**src/sync_shift_map.vh**
```
// Constants for the synchronous shift mode serial port
`ifndef SYNC_SHIFT_MAP_VH
`define SYNC_SHIFT_MAP_VH
`define DATA_W 8
`define TX_SR_W 9
`define TX_LOAD_MARK 1'b1
`define RX_SR_INIT 8'hfe
`define BITS_PER_BYTE 4'h8
`define DIV_FAST_SLOW 3'h2
`define DIV_FAST_DBL 3'h1
`define DIV_COMPAT_SLOW 3'h3
`define DIV_COMPAT_DBL 3'h3
`define DIV_T1_SLOW 3'h2
`define DIV_T1_DBL 3'h1
`define CNT_W 3
`define CNT_ONE 3'h1
`define CNT_ZERO 3'h0
`define DIV_COMPAT_DBL_HALF 3'h2
`endif

```
**src/shift_rate_gen.v**
```verilog
// Shift clock phase tick generator
`timescale 1ns/1ps
module shift_rate_gen (
  input wire clk_in,
  input wire rstn_in,
  input wire timer_baud_select_in,
  input wire rate_double_select_in,
  input wire compat_timing_in,
  input wire timer1_overflow_in,
  input wire run_in,
  output reg phase_tick_out
);
`include "sync_shift_map.vh"
  // ----------------------------------------
  // Half period length in source ticks
  // ----------------------------------------
  reg [`CNT_W-1:0] half_len;
  reg [`CNT_W-1:0] count;
  reg odd_half;
  wire src_tick;
  assign src_tick = timer_baud_select_in ? timer1_overflow_in : 1'b1;
  always @* begin
    if (timer_baud_select_in) begin
      half_len = rate_double_select_in ? `DIV_T1_DBL : `DIV_T1_SLOW;
    end else if (compat_timing_in) begin
      // Divide by 3 has uneven halves: 2 then 1 clock
      if (rate_double_select_in) begin
        half_len = odd_half ? `CNT_ONE : `DIV_COMPAT_DBL_HALF;
      end else begin
        half_len = `DIV_COMPAT_SLOW;
      end
    end else begin
      half_len = rate_double_select_in ? `DIV_FAST_DBL : `DIV_FAST_SLOW;
    end
  end
  always @(posedge clk_in or negedge rstn_in) begin
    if (!rstn_in) begin
      count <= `CNT_ZERO;
      odd_half <= 1'b0;
      phase_tick_out <= 1'b0;
    end else begin
      phase_tick_out <= 1'b0;
      if (!run_in) begin
        // Free phase reference restarts so a transfer starts within one bit slot
        count <= `CNT_ZERO;
        odd_half <= 1'b0;
      end else if (src_tick) begin
        if (count + `CNT_ONE >= half_len) begin
          count <= `CNT_ZERO;
          odd_half <= ~odd_half;
          phase_tick_out <= 1'b1;
        end else begin
          count <= count + `CNT_ONE;
        end
      end
    end
  end
endmodule

```
**src/sync_shift_port.v**
```verilog
// Synchronous shift mode serial port, two-wire and three-wire
`timescale 1ns/1ps
module sync_shift_port (
  input wire clk_in,
  input wire rstn_in,
  input wire three_wire_enable_in,
  input wire timer_baud_select_in,
  input wire rate_double_select_in,
  input wire clock_idle_select_in,
  input wire compat_timing_in,
  input wire timer1_overflow_in,
  input wire rx_enable_in,
  input wire serial_buffer_write_in,
  input wire [7:0] serial_buffer_wdata_in,
  input wire tx_done_clear_in,
  input wire rx_done_clear_in,
  input wire port3_bit0_latch_in,
  input wire port3_bit0_in,
  input wire port1_bit6_in,
  output wire port3_bit0_out,
  output wire port3_bit0_oe_out,
  output wire port3_bit1_out,
  output wire port1_bit5_out,
  output wire port1_bit5_oe_out,
  output wire port1_bit7_out,
  output wire port1_bit7_oe_out,
  output reg [7:0] serial_buffer_out,
  output reg tx_done_flag_out,
  output reg rx_done_flag_out,
  output reg tx_phase_out,
  output reg rx_phase_out
);
`include "sync_shift_map.vh"
  // ----------------------------------------
  // State
  // ----------------------------------------
  localparam ST_IDLE = 2'b00;
  localparam ST_LOW = 2'b01;
  localparam ST_HIGH = 2'b10;
  localparam ST_RX_PREP = 2'b11;
  reg [1:0] state;
  reg [1:0] next_state;
  reg [`TX_SR_W-1:0] tx_sr;
  reg [`DATA_W-1:0] rx_sr;
  reg tx_pending;
  reg rx_armed;
  reg sclk;
  reg data_bit;
  wire phase_tick;
  wire busy;
  wire rx_start;
  wire sample_now;
  wire change_now;
  wire rx_in_bit;
  wire idle_level;
  wire tx_last;
  wire rx_last;
  wire lead_change;
  wire lead_sample;
  wire [`DATA_W-2:0] rx_rev;
  reg rx_captured;
  assign busy = tx_phase_out | rx_phase_out;
  assign idle_level = ~clock_idle_select_in;
  assign rx_start = ~three_wire_enable_in & rx_enable_in & ~rx_done_flag_out
                    & ~busy & ~tx_pending & (state == ST_IDLE);
  // Only the synchronous data pin is sampled; no start detection exists here
  assign rx_in_bit = three_wire_enable_in ? port1_bit6_in : port3_bit0_in;
  assign tx_last = (tx_sr[`TX_SR_W-1:1] == 8'h01);
  assign rx_last = ~rx_sr[`DATA_W-1];
  // First bit in ends up leftmost, so the byte is read back in reverse
  genvar g;
  generate
    for (g = 0; g < `DATA_W - 1; g = g + 1) begin : g_rev
      assign rx_rev[g] = rx_sr[`DATA_W - 2 - g];
    end
  endgenerate
  // ----------------------------------------
  // Rate generator
  // ----------------------------------------
  shift_rate_gen u_rate (
    .clk_in(clk_in),
    .rstn_in(rstn_in),
    .timer_baud_select_in(timer_baud_select_in),
    .rate_double_select_in(rate_double_select_in),
    .compat_timing_in(compat_timing_in),
    .timer1_overflow_in(timer1_overflow_in),
    .run_in(tx_pending | busy | (state == ST_RX_PREP)),
    .phase_tick_out(phase_tick)
  );
  // ----------------------------------------
  // Clock edges: first half leaves idle, second returns
  // ----------------------------------------
  // Idle high: first half high, falling at end. Idle low: first half low, rising.
  // Rate clear: data changes at idle, sampled at the return edge.
  // Rate set: data changes on falling, sampled on rising.
  // Idle high, rate set: data moves on the leaving (falling) edge instead
  assign lead_change = rate_double_select_in & ~clock_idle_select_in;
  // Idle low, rate set: the leaving edge is the rising, sampling one
  assign lead_sample = rate_double_select_in & clock_idle_select_in;
  assign sample_now = phase_tick & rx_phase_out & (
    lead_sample ? (state == ST_LOW) : (state == ST_HIGH));
  // The register always advances on the return edge; only the pin timing moves
  assign change_now = phase_tick & tx_phase_out & (state == ST_HIGH);
  always @* begin
    next_state = state;
    case (state)
      ST_IDLE: begin
        if (tx_pending & phase_tick) begin
          next_state = ST_LOW;
        end else if (rx_start) begin
          next_state = ST_RX_PREP;
        end
      end
      ST_RX_PREP: begin
        if (phase_tick) begin
          next_state = ST_LOW;
        end
      end
      ST_LOW: begin
        if (phase_tick) begin
          next_state = ST_HIGH;
        end
      end
      ST_HIGH: begin
        if (phase_tick) begin
          next_state = ((tx_phase_out & tx_last)
                        | (rx_phase_out & (rx_captured | (sample_now & rx_last))))
                       ? ST_IDLE : ST_LOW;
        end
      end
      default: begin
        next_state = ST_IDLE;
      end
    endcase
  end
  always @(posedge clk_in or negedge rstn_in) begin
    if (!rstn_in) begin
      state <= ST_IDLE;
      tx_sr <= {`TX_SR_W{1'b0}};
      rx_sr <= {`DATA_W{1'b1}};
      tx_pending <= 1'b0;
      rx_armed <= 1'b0;
      rx_captured <= 1'b0;
      sclk <= 1'b1;
      data_bit <= 1'b1;
      serial_buffer_out <= 8'h00;
      tx_done_flag_out <= 1'b0;
      rx_done_flag_out <= 1'b0;
      tx_phase_out <= 1'b0;
      rx_phase_out <= 1'b0;
    end else begin
      state <= next_state;
      if (state == ST_IDLE) begin
        sclk <= idle_level;
      end else if (phase_tick & (state != ST_RX_PREP)) begin
        sclk <= ~sclk;
      end
      if (serial_buffer_write_in & ~busy) begin
        tx_sr <= {`TX_LOAD_MARK, serial_buffer_wdata_in};
        tx_pending <= 1'b1;
        rx_armed <= three_wire_enable_in & rx_enable_in;
        if (three_wire_enable_in & rx_enable_in) begin
          rx_sr <= `RX_SR_INIT;
        end
      end
      if (state == ST_IDLE && tx_pending && phase_tick) begin
        tx_pending <= 1'b0;
        tx_phase_out <= 1'b1;
        rx_phase_out <= rx_armed;
        data_bit <= tx_sr[0];
      end
      if (rx_start) begin
        rx_sr <= `RX_SR_INIT;
      end
      if (state == ST_RX_PREP && phase_tick) begin
        rx_phase_out <= 1'b1;
      end
      if (change_now) begin
        tx_sr <= {1'b0, tx_sr[`TX_SR_W-1:1]};
        if (!lead_change) begin
          data_bit <= tx_sr[1];
        end
      end
      if (phase_tick & tx_phase_out & lead_change & (state == ST_LOW)) begin
        data_bit <= tx_sr[0];
      end
      if (sample_now) begin
        rx_sr <= {rx_sr[`DATA_W-2:0], rx_in_bit};
        if (rx_last) begin
          // Marker at the left end: this is the final shift
          serial_buffer_out <= {rx_in_bit, rx_rev};
          rx_captured <= 1'b1;
        end
      end
      if (state == ST_HIGH && next_state == ST_IDLE) begin
        tx_phase_out <= 1'b0;
        rx_phase_out <= 1'b0;
        data_bit <= 1'b1;
        rx_captured <= 1'b0;
        if (tx_phase_out) begin
          tx_done_flag_out <= 1'b1;
        end
        if (rx_phase_out) begin
          rx_done_flag_out <= 1'b1;
        end
      end else begin
        if (tx_done_clear_in) begin
          tx_done_flag_out <= 1'b0;
        end
        if (rx_done_clear_in) begin
          rx_done_flag_out <= 1'b0;
        end
      end
    end
  end
  // ----------------------------------------
  // Pin routing
  // ----------------------------------------
  // Two-wire: port3_bit0 carries data, port3_bit1 carries the clock
  assign port3_bit0_out = (~three_wire_enable_in & tx_phase_out)
                          ? data_bit : port3_bit0_latch_in;
  assign port3_bit0_oe_out = ~(~three_wire_enable_in & rx_phase_out)
                             & (tx_phase_out | ~port3_bit0_latch_in);
  assign port3_bit1_out = three_wire_enable_in ? 1'b1 : sclk;
  assign port1_bit5_out = data_bit;
  assign port1_bit5_oe_out = three_wire_enable_in & tx_phase_out;
  assign port1_bit7_out = sclk;
  assign port1_bit7_oe_out = three_wire_enable_in;
endmodule

```
**config.mk**
```make
export PLATFORM = sky130hd
export DESIGN_NAME = sync_shift_port
export DESIGN_NICKNAME = d
export VERILOG_FILES = /design/src/shift_rate_gen.v /design/src/sync_shift_port.v
export VERILOG_INCLUDE_DIRS = /design/src /design/src/src
export SDC_FILE = /design/constraint.sdc
export NUM_CORES = 1
export LEC_CHECK = 0
export BUFFER_PORTS_ARGS = -buffer_cell sky130_fd_sc_hd__buf_4
export CAP_MARGIN = 20
export CORE_ASPECT_RATIO = 1.4
export CORE_UTILIZATION = 54
export CTS_CLUSTER_DIAMETER = 200
export DETAILED_ROUTE_END_ITERATION = 6
export PLACE_DENSITY_LB_ADDON = 0.25
export SYNTH_ARGS = -nofsm -noshare
export SYNTH_HDL_FRONTEND = slang
export SYNTH_HIERARCHICAL = 1
export SYNTH_SLANG_ARGS = --single-unit
```
**constraint.sdc**
```tcl
create_clock -name clk_in -period 2.4 [get_ports clk_in]
set_input_delay 0.72 -clock clk_in [delete_from_list [all_inputs] [get_ports clk_in]]
set_output_delay 0.72 -clock clk_in [all_outputs]
set_load 0.1 [all_outputs]
```
[Word-level counts from Yosys, hierarchy flattened]
Cells that the tools add are included.
Word-level totals
  input port bits: 23
  bits in registers: 41
  output and inout port bits: 19
  logic and storage cells: 145
Cells by class
  multiplexer cells: 55
  $lt $le $gt $ge: 1
  reductions and logical operators: 22
  bitwise logic cells: 40
  equality and inequality tests: 10
  $add $sub $neg: 1
Operators with widths (count)
  $mux 1: 35
  $mux 8: 4
  $and 1x1->1: 24
  $mux 3: 6
  $mux 9: 2
  $mux 2: 7
  $reduce_bool 2->1: 7
  $reduce_and 2->1: 6
  $ne 2x2->1 const B: 5
  $not 1->1: 10
  $reduce_bool 3->1: 3
  $eq 8x1->1 const B: 1
  $pmux 2 s4: 1
  $or 1x1->1: 6
  $eq 2x2->1 const B: 2
  $logic_and 1x1->1: 4
  $logic_not 2->1: 2
  $add 3x1->3 const B: 1
  $ge 3x3->1: 1
  $eq 2x1->1 const B: 1
  $ne 2x1->1 const B: 1

[Depth between registers and ports, before layout]
  word-level depth: 14
  depth in mapped cells: 8
  mapped depth without buffers: 8

[Hierarchy]
The synthesis kept the hierarchy.
Modules (own cells, without submodules)
  sync_shift_port: area each 1850.5 sq um, seq. area each 913.4 sq um, instances 1, cells each 175
  shift_rate_gen: area each 282.8 sq um, seq. area each 125.1 sq um, instances 1, cells each 28

[Least setup slack after synthesis]
No wires, ideal clock.
  path type: register to output
  start: register tx_phase_out
  end: output port port3_bit0_oe_out
  stages on the path, launching flop included: 3
  required time: 1.680 ns
  buffers on the path: 0
  slack: -1.188 ns
  data arrival time: 2.868 ns
  path through: dfrtp_1 -> inv_1 -> a2bb2oi_1
Between the ends
  cells in the longest elaborated chain, start to end: 2
Ends and longest elaborated chain
  from (decl): RTL line sync_shift_port.v:30  | output reg tx_phase_out,
  from (signal assigned): RTL line sync_shift_port.v:149  | tx_phase_out <= 1'b0;
  from (signal assigned): RTL line sync_shift_port.v:168  | tx_phase_out <= 1'b1;
  from (signal assigned): RTL line sync_shift_port.v:196  | tx_phase_out <= 1'b0;
  $or 1x1->1: RTL line sync_shift_port.v:223  | & (tx_phase_out | ~port3_bit0_latch_in);
  $and 1x1->1: RTL line sync_shift_port.v:223
  to (decl): RTL line sync_shift_port.v:21  | output wire port3_bit0_oe_out,
Every way passes these cells.

[Worst setup path in the final report]
  start: register tx_phase_out
  end: output port port3_bit0_out
Between the ends
  cells in the longest elaborated chain, start to end: 2
Ends and longest elaborated chain
  $and 1x1->1: RTL line sync_shift_port.v:220  | assign port3_bit0_out = (~three_wire_enable_in & tx_phase_out)
  $mux 1: RTL line sync_shift_port.v:221  | ? data_bit : port3_bit0_latch_in;
  to (decl): RTL line sync_shift_port.v:20  | output wire port3_bit0_out,
Every way passes these cells.

==> results.py <==
metrics = {
    "outcome": {
        "status": "completed",
    },
    "power_and_ir_drop": {
        "sw_frac_of_total_pct": 45.7,
        "p_leak_nw": 1.23,
        "p_int_mw": 1.73,
        "ir_drop_mv": 0.921,
        "power_frac_seq_pct": 37.2,
        "clock_power_share_pct": 15.5,
        "p_sw_mw": 1.46,
        "power_frac_comb_pct": 47.3,
        "powerDensity_nw_per_um2": 1220,
    },
    "drt": {
        "wl_per_cell_um": 15.0,
        "wirelength_um": 4380,
        "detail_route.iter0.violations": 38,
        "route.detailed.drc": 0,
        "via_per_inst": 5.89,
        "antenna_left": 0,
        "dr.pass1.iters": 4,
        "vias": 1714,
    },
    "synth": {
        "synth_top_area_share_pct": 36.4,
        "yosys_warnings": 6,
        "ys_seq_elements": 41,
        "netlist_area_um2": 2130,
        "syn-num-nets": 229,
        "yosysSeqAreaShare_pct": 48.7,
        "synth_top_cell_by_area": "dfrtp_1",
        "synthTopCellsByCount": "dfrtp_1, nand2_1, o21ai_0",
        "ys_top_cells_by_area": "dfrtp_1, dfstp_2, mux2_2, mux2i_1, o21ai_0",
        "synth_enable_flop_cells": 0,
        "yosysMostFrequentCell": "dfrtp_1",
        "synth_flop_cell": "dfrtp_1",
        "syn_area_per_cell_um2": 10.5,
        "synth_cell_types": 49,
        "postSynth.asyncResetShare_pct": 100,
        "netlist_instances": 203,
    },
    "placement": {
        "gp_congestion": 0.757,
        "dp.final_hpwl_um": 3090,
        "dp_slack_ns": -0.0476,
        "port_buffers": 41,
    },
    "final_layout": {
        "synthToLayoutAreaGrowth_pct": 22.6,
        "antenna_cells": 0,
        "nets": 274,
        "final_layout_size_suffix_gt1_share_pct": 36.5,
        "fill_cells": 325,
        "finish.utilization_pct": 70.5,
    },
    "global_routing": {
        "globalRoute.totalOverflow": 0,
        "grt_usage_pct": 23.5,
        "grt_pass1_wl_um": 7250,
        "grt_pass1_vias": 1651,
        "grt_max_degree": 42,
        "antenna_found_initial": 0,
    },
    "sta": {
        "tightest_slew_ns": 0.678,
        "relSlewSlack_pct": 54.8,
        "worst_slack_ns": 0.215,
        "max_freq_mhz": 458,
        "post-route-period-util_pct": 91.1,
        "rsz0062_at_grt": "no",
        "timing.final.crit_period_ns": 2.19,
        "clock-skew-final_ns": 0.00849,
        "finalHoldViolations": 0,
        "slew_violations": 0,
        "setup_viol": 0,
    },
    "clocking": {
        "insertion_delay_ns": 0.30,
        "cts_setup_buffers": 0,
        "cts_tree": "done",
        "clock_path_buffers": 2,
        "numCtsBuffers": 5,
        "ctsResizeCount": 0,
        "clock-sinks": 41,
        "cts-root-buf": "clkbuf_8",
        "cts_hold_buf": 0,
        "clkTransAtPathRegs_ns": 0.08,
        "htreeDepth": 2,
    },
    "die": {
        "die_height_um": 76.4,
        "die_width_um": 55.1,
        "start_util_pct": 57.5,
        "die_area_um2": 4210,
        "ios": 42,
        "core_um2": 3710,
        "rows": 26,
    },
    "critical_path": {
        "crit_fanout": 9,
        "r2r_cells": 7,
        "end_kind": "primary output",
        "critPathSlowestCell": "dfrtp_2",
        "worstPathArrival_ns": 1.47,
        "critPathLaunchType": "flip-flop",
        "worstSetupPathType": "reg -> out",
        "critPathMaxStageDelay_ns": 0.48,
        "path_cells": "inv_1, o21ai_0, nand2_2, buf_4",
        "critPathRequiredTime_ns": 1.68,
    },
    "flow_run": {
        "drv_cap": 0,
    },
    "min_path": {
        "hold_class": "in -> async",
    },
}
-- worst paths after layout --
check | from | slack [ns] | endpoint
setup / recovery | tx_phase_out$_DFFE_PN0P_ | 0.21 | port3_bit0_out
hold / removal | rstn_in | 0.38 | u_rate/odd_half$_DFFE_PN0P_
setup reg to reg | u_rate/odd_half$_DFFE_PN0P_ | 0.54 | u_rate/odd_half$_DFFE_PN0P_
hold reg to reg | port1_bit7_out$_DFFE_PN1P_ | 0.48 | port1_bit7_out$_DFFE_PN1P_
max in group asynchronous | rstn_in | 1.64 | rx_sr[0]$_DFFE_PN1P_
min in group clk_in | port1_bit7_out$_DFFE_PN1P_ | 0.48 | port1_bit7_out$_DFFE_PN1P_
-- worst max-delay path, delay by kind of cell (launching register included) --
family,cells,cell delay (ns)
AND/OR/NAND/NOR,1,0.07
buffers and inverters,2,0.48
AO/OA/AOI/OAI,1,0.13
flip-flops,1,0.48
-- flip-flops by register name (all words and copies together), names as in the netlist --
register and flops:
u_rate/count 3, port1_bit5_out 1, serial_buffer_out 8, port1_bit7_out 1, tx_phase_out 1, rx_captured 1, u_rate/odd_half 1, rx_phase_out 1
state 2, tx_done_flag_out 1, rx_done_flag_out 1, rx_armed 1, tx_sr 9, rx_sr 8, u_rate/phase_tick_out 1, tx_pending 1
-- area by class of cell --
type | instances | area, um2 | share of cell area, %
multi-input combinational | 141 | 1020 | 39.1
tap | 42 | 52.6 | 2.01
timing repair buffer | 47 | 353 | 13.5
clock buffer | 7 | 96.3 | 3.68
inverter | 12 | 45.0 | 1.72
clock inverter | 1 | 5.00 | 0.191
sequential | 41 | 1040 | 39.8
-- power by group through the flow --
| stage | registers (mW) | clock network (mW) | logic [mW] |
|---|---|---|---|
| 6_report | 1.19 | 0.496 | 1.51 |
| 5_1_grt | 1.22 | 0.533 | 1.62 |
| 4_1_cts | 1.18 | 0.509 | 1.52 |
| 3_5_place_dp | 1.20 | 0 | 1.51 |
| 3_3_place_gp | 1.19 | 0 | 1.48 |
| 2_1_floorplan | 1.40 | 0 | 0.960 |
-- layout by cell type, fill, tap and decap left out, drive strengths merged, types with 3 or more instances in the layout --
cell type / synthesis / layout
inv: 12 / 12
and3: 4 / 4
nor2: 8 / 8
nand2b: 5 / 5
mux2i: 9 / 9
a2bb2oi: 3 / 3
nand3: 4 / 4
o21ai: 16 / 16
nor2b: 4 / 4
clkbuf: 2 / 7
ha: 3 / 3
a21oi: 7 / 7
nand2: 16 / 16
nor3: 10 / 10
nor3b: 3 / 3
dfrtp: 31 / 31
a31oi: 9 / 9
dfstp: 10 / 10
buf: 7 / 47
a32oi: 3 / 3
mux2: 9 / 9
-- routing by layer --
metal	GRT usage [%]	vias to the layer above	wire [um]
met5	0	-	0
met4	11.5	0	93
met3	4.79	9	159
met2	35.8	36	2180
met1	31.0	838	1940
li1	-	831	-
-- metrics by stage --
| stage | std cells | hold WS [ns] | TNS (ns) | total power [mW] | cell area [um2] |
|---|---|---|---|---|---|
| 2_1_floorplan | 203 | 0.424 | 0 | 2.36 | 2160 |
| 3_3_place_gp | 283 | 0.461 | 0 | 2.67 | 2510 |
| 3_5_place_dp | 283 | 0.469 | -0.0676 | 2.70 | 2510 |
| 4_1_cts | 291 | 0.399 | 0 | 3.21 | 2620 |
| 5_1_grt | 291 | 0.430 | 0 | 3.37 | 2620 |
| 6_report | 291 | 0.383 | 0 | 3.19 | 2620 |
-- cells by family (layout without fill, tap and decap cells) --
group / Yosys count / count (layout) / synth area share, %
xor gates and xnor gates: 2 / 2 / 0.821
and+or+nand+nor: 68 / 68 / 19.4
DFF: 41 / 41 / 48.7
AOI/OAI and AO/OA: 50 / 50 / 16.0
muxes: 18 / 18 / 8.97
buffers and inverters: 21 / 67 / 4.34
adders and majority gates: 3 / 3 / 1.76
Note: power is estimated with default switching activity, not from simulation.
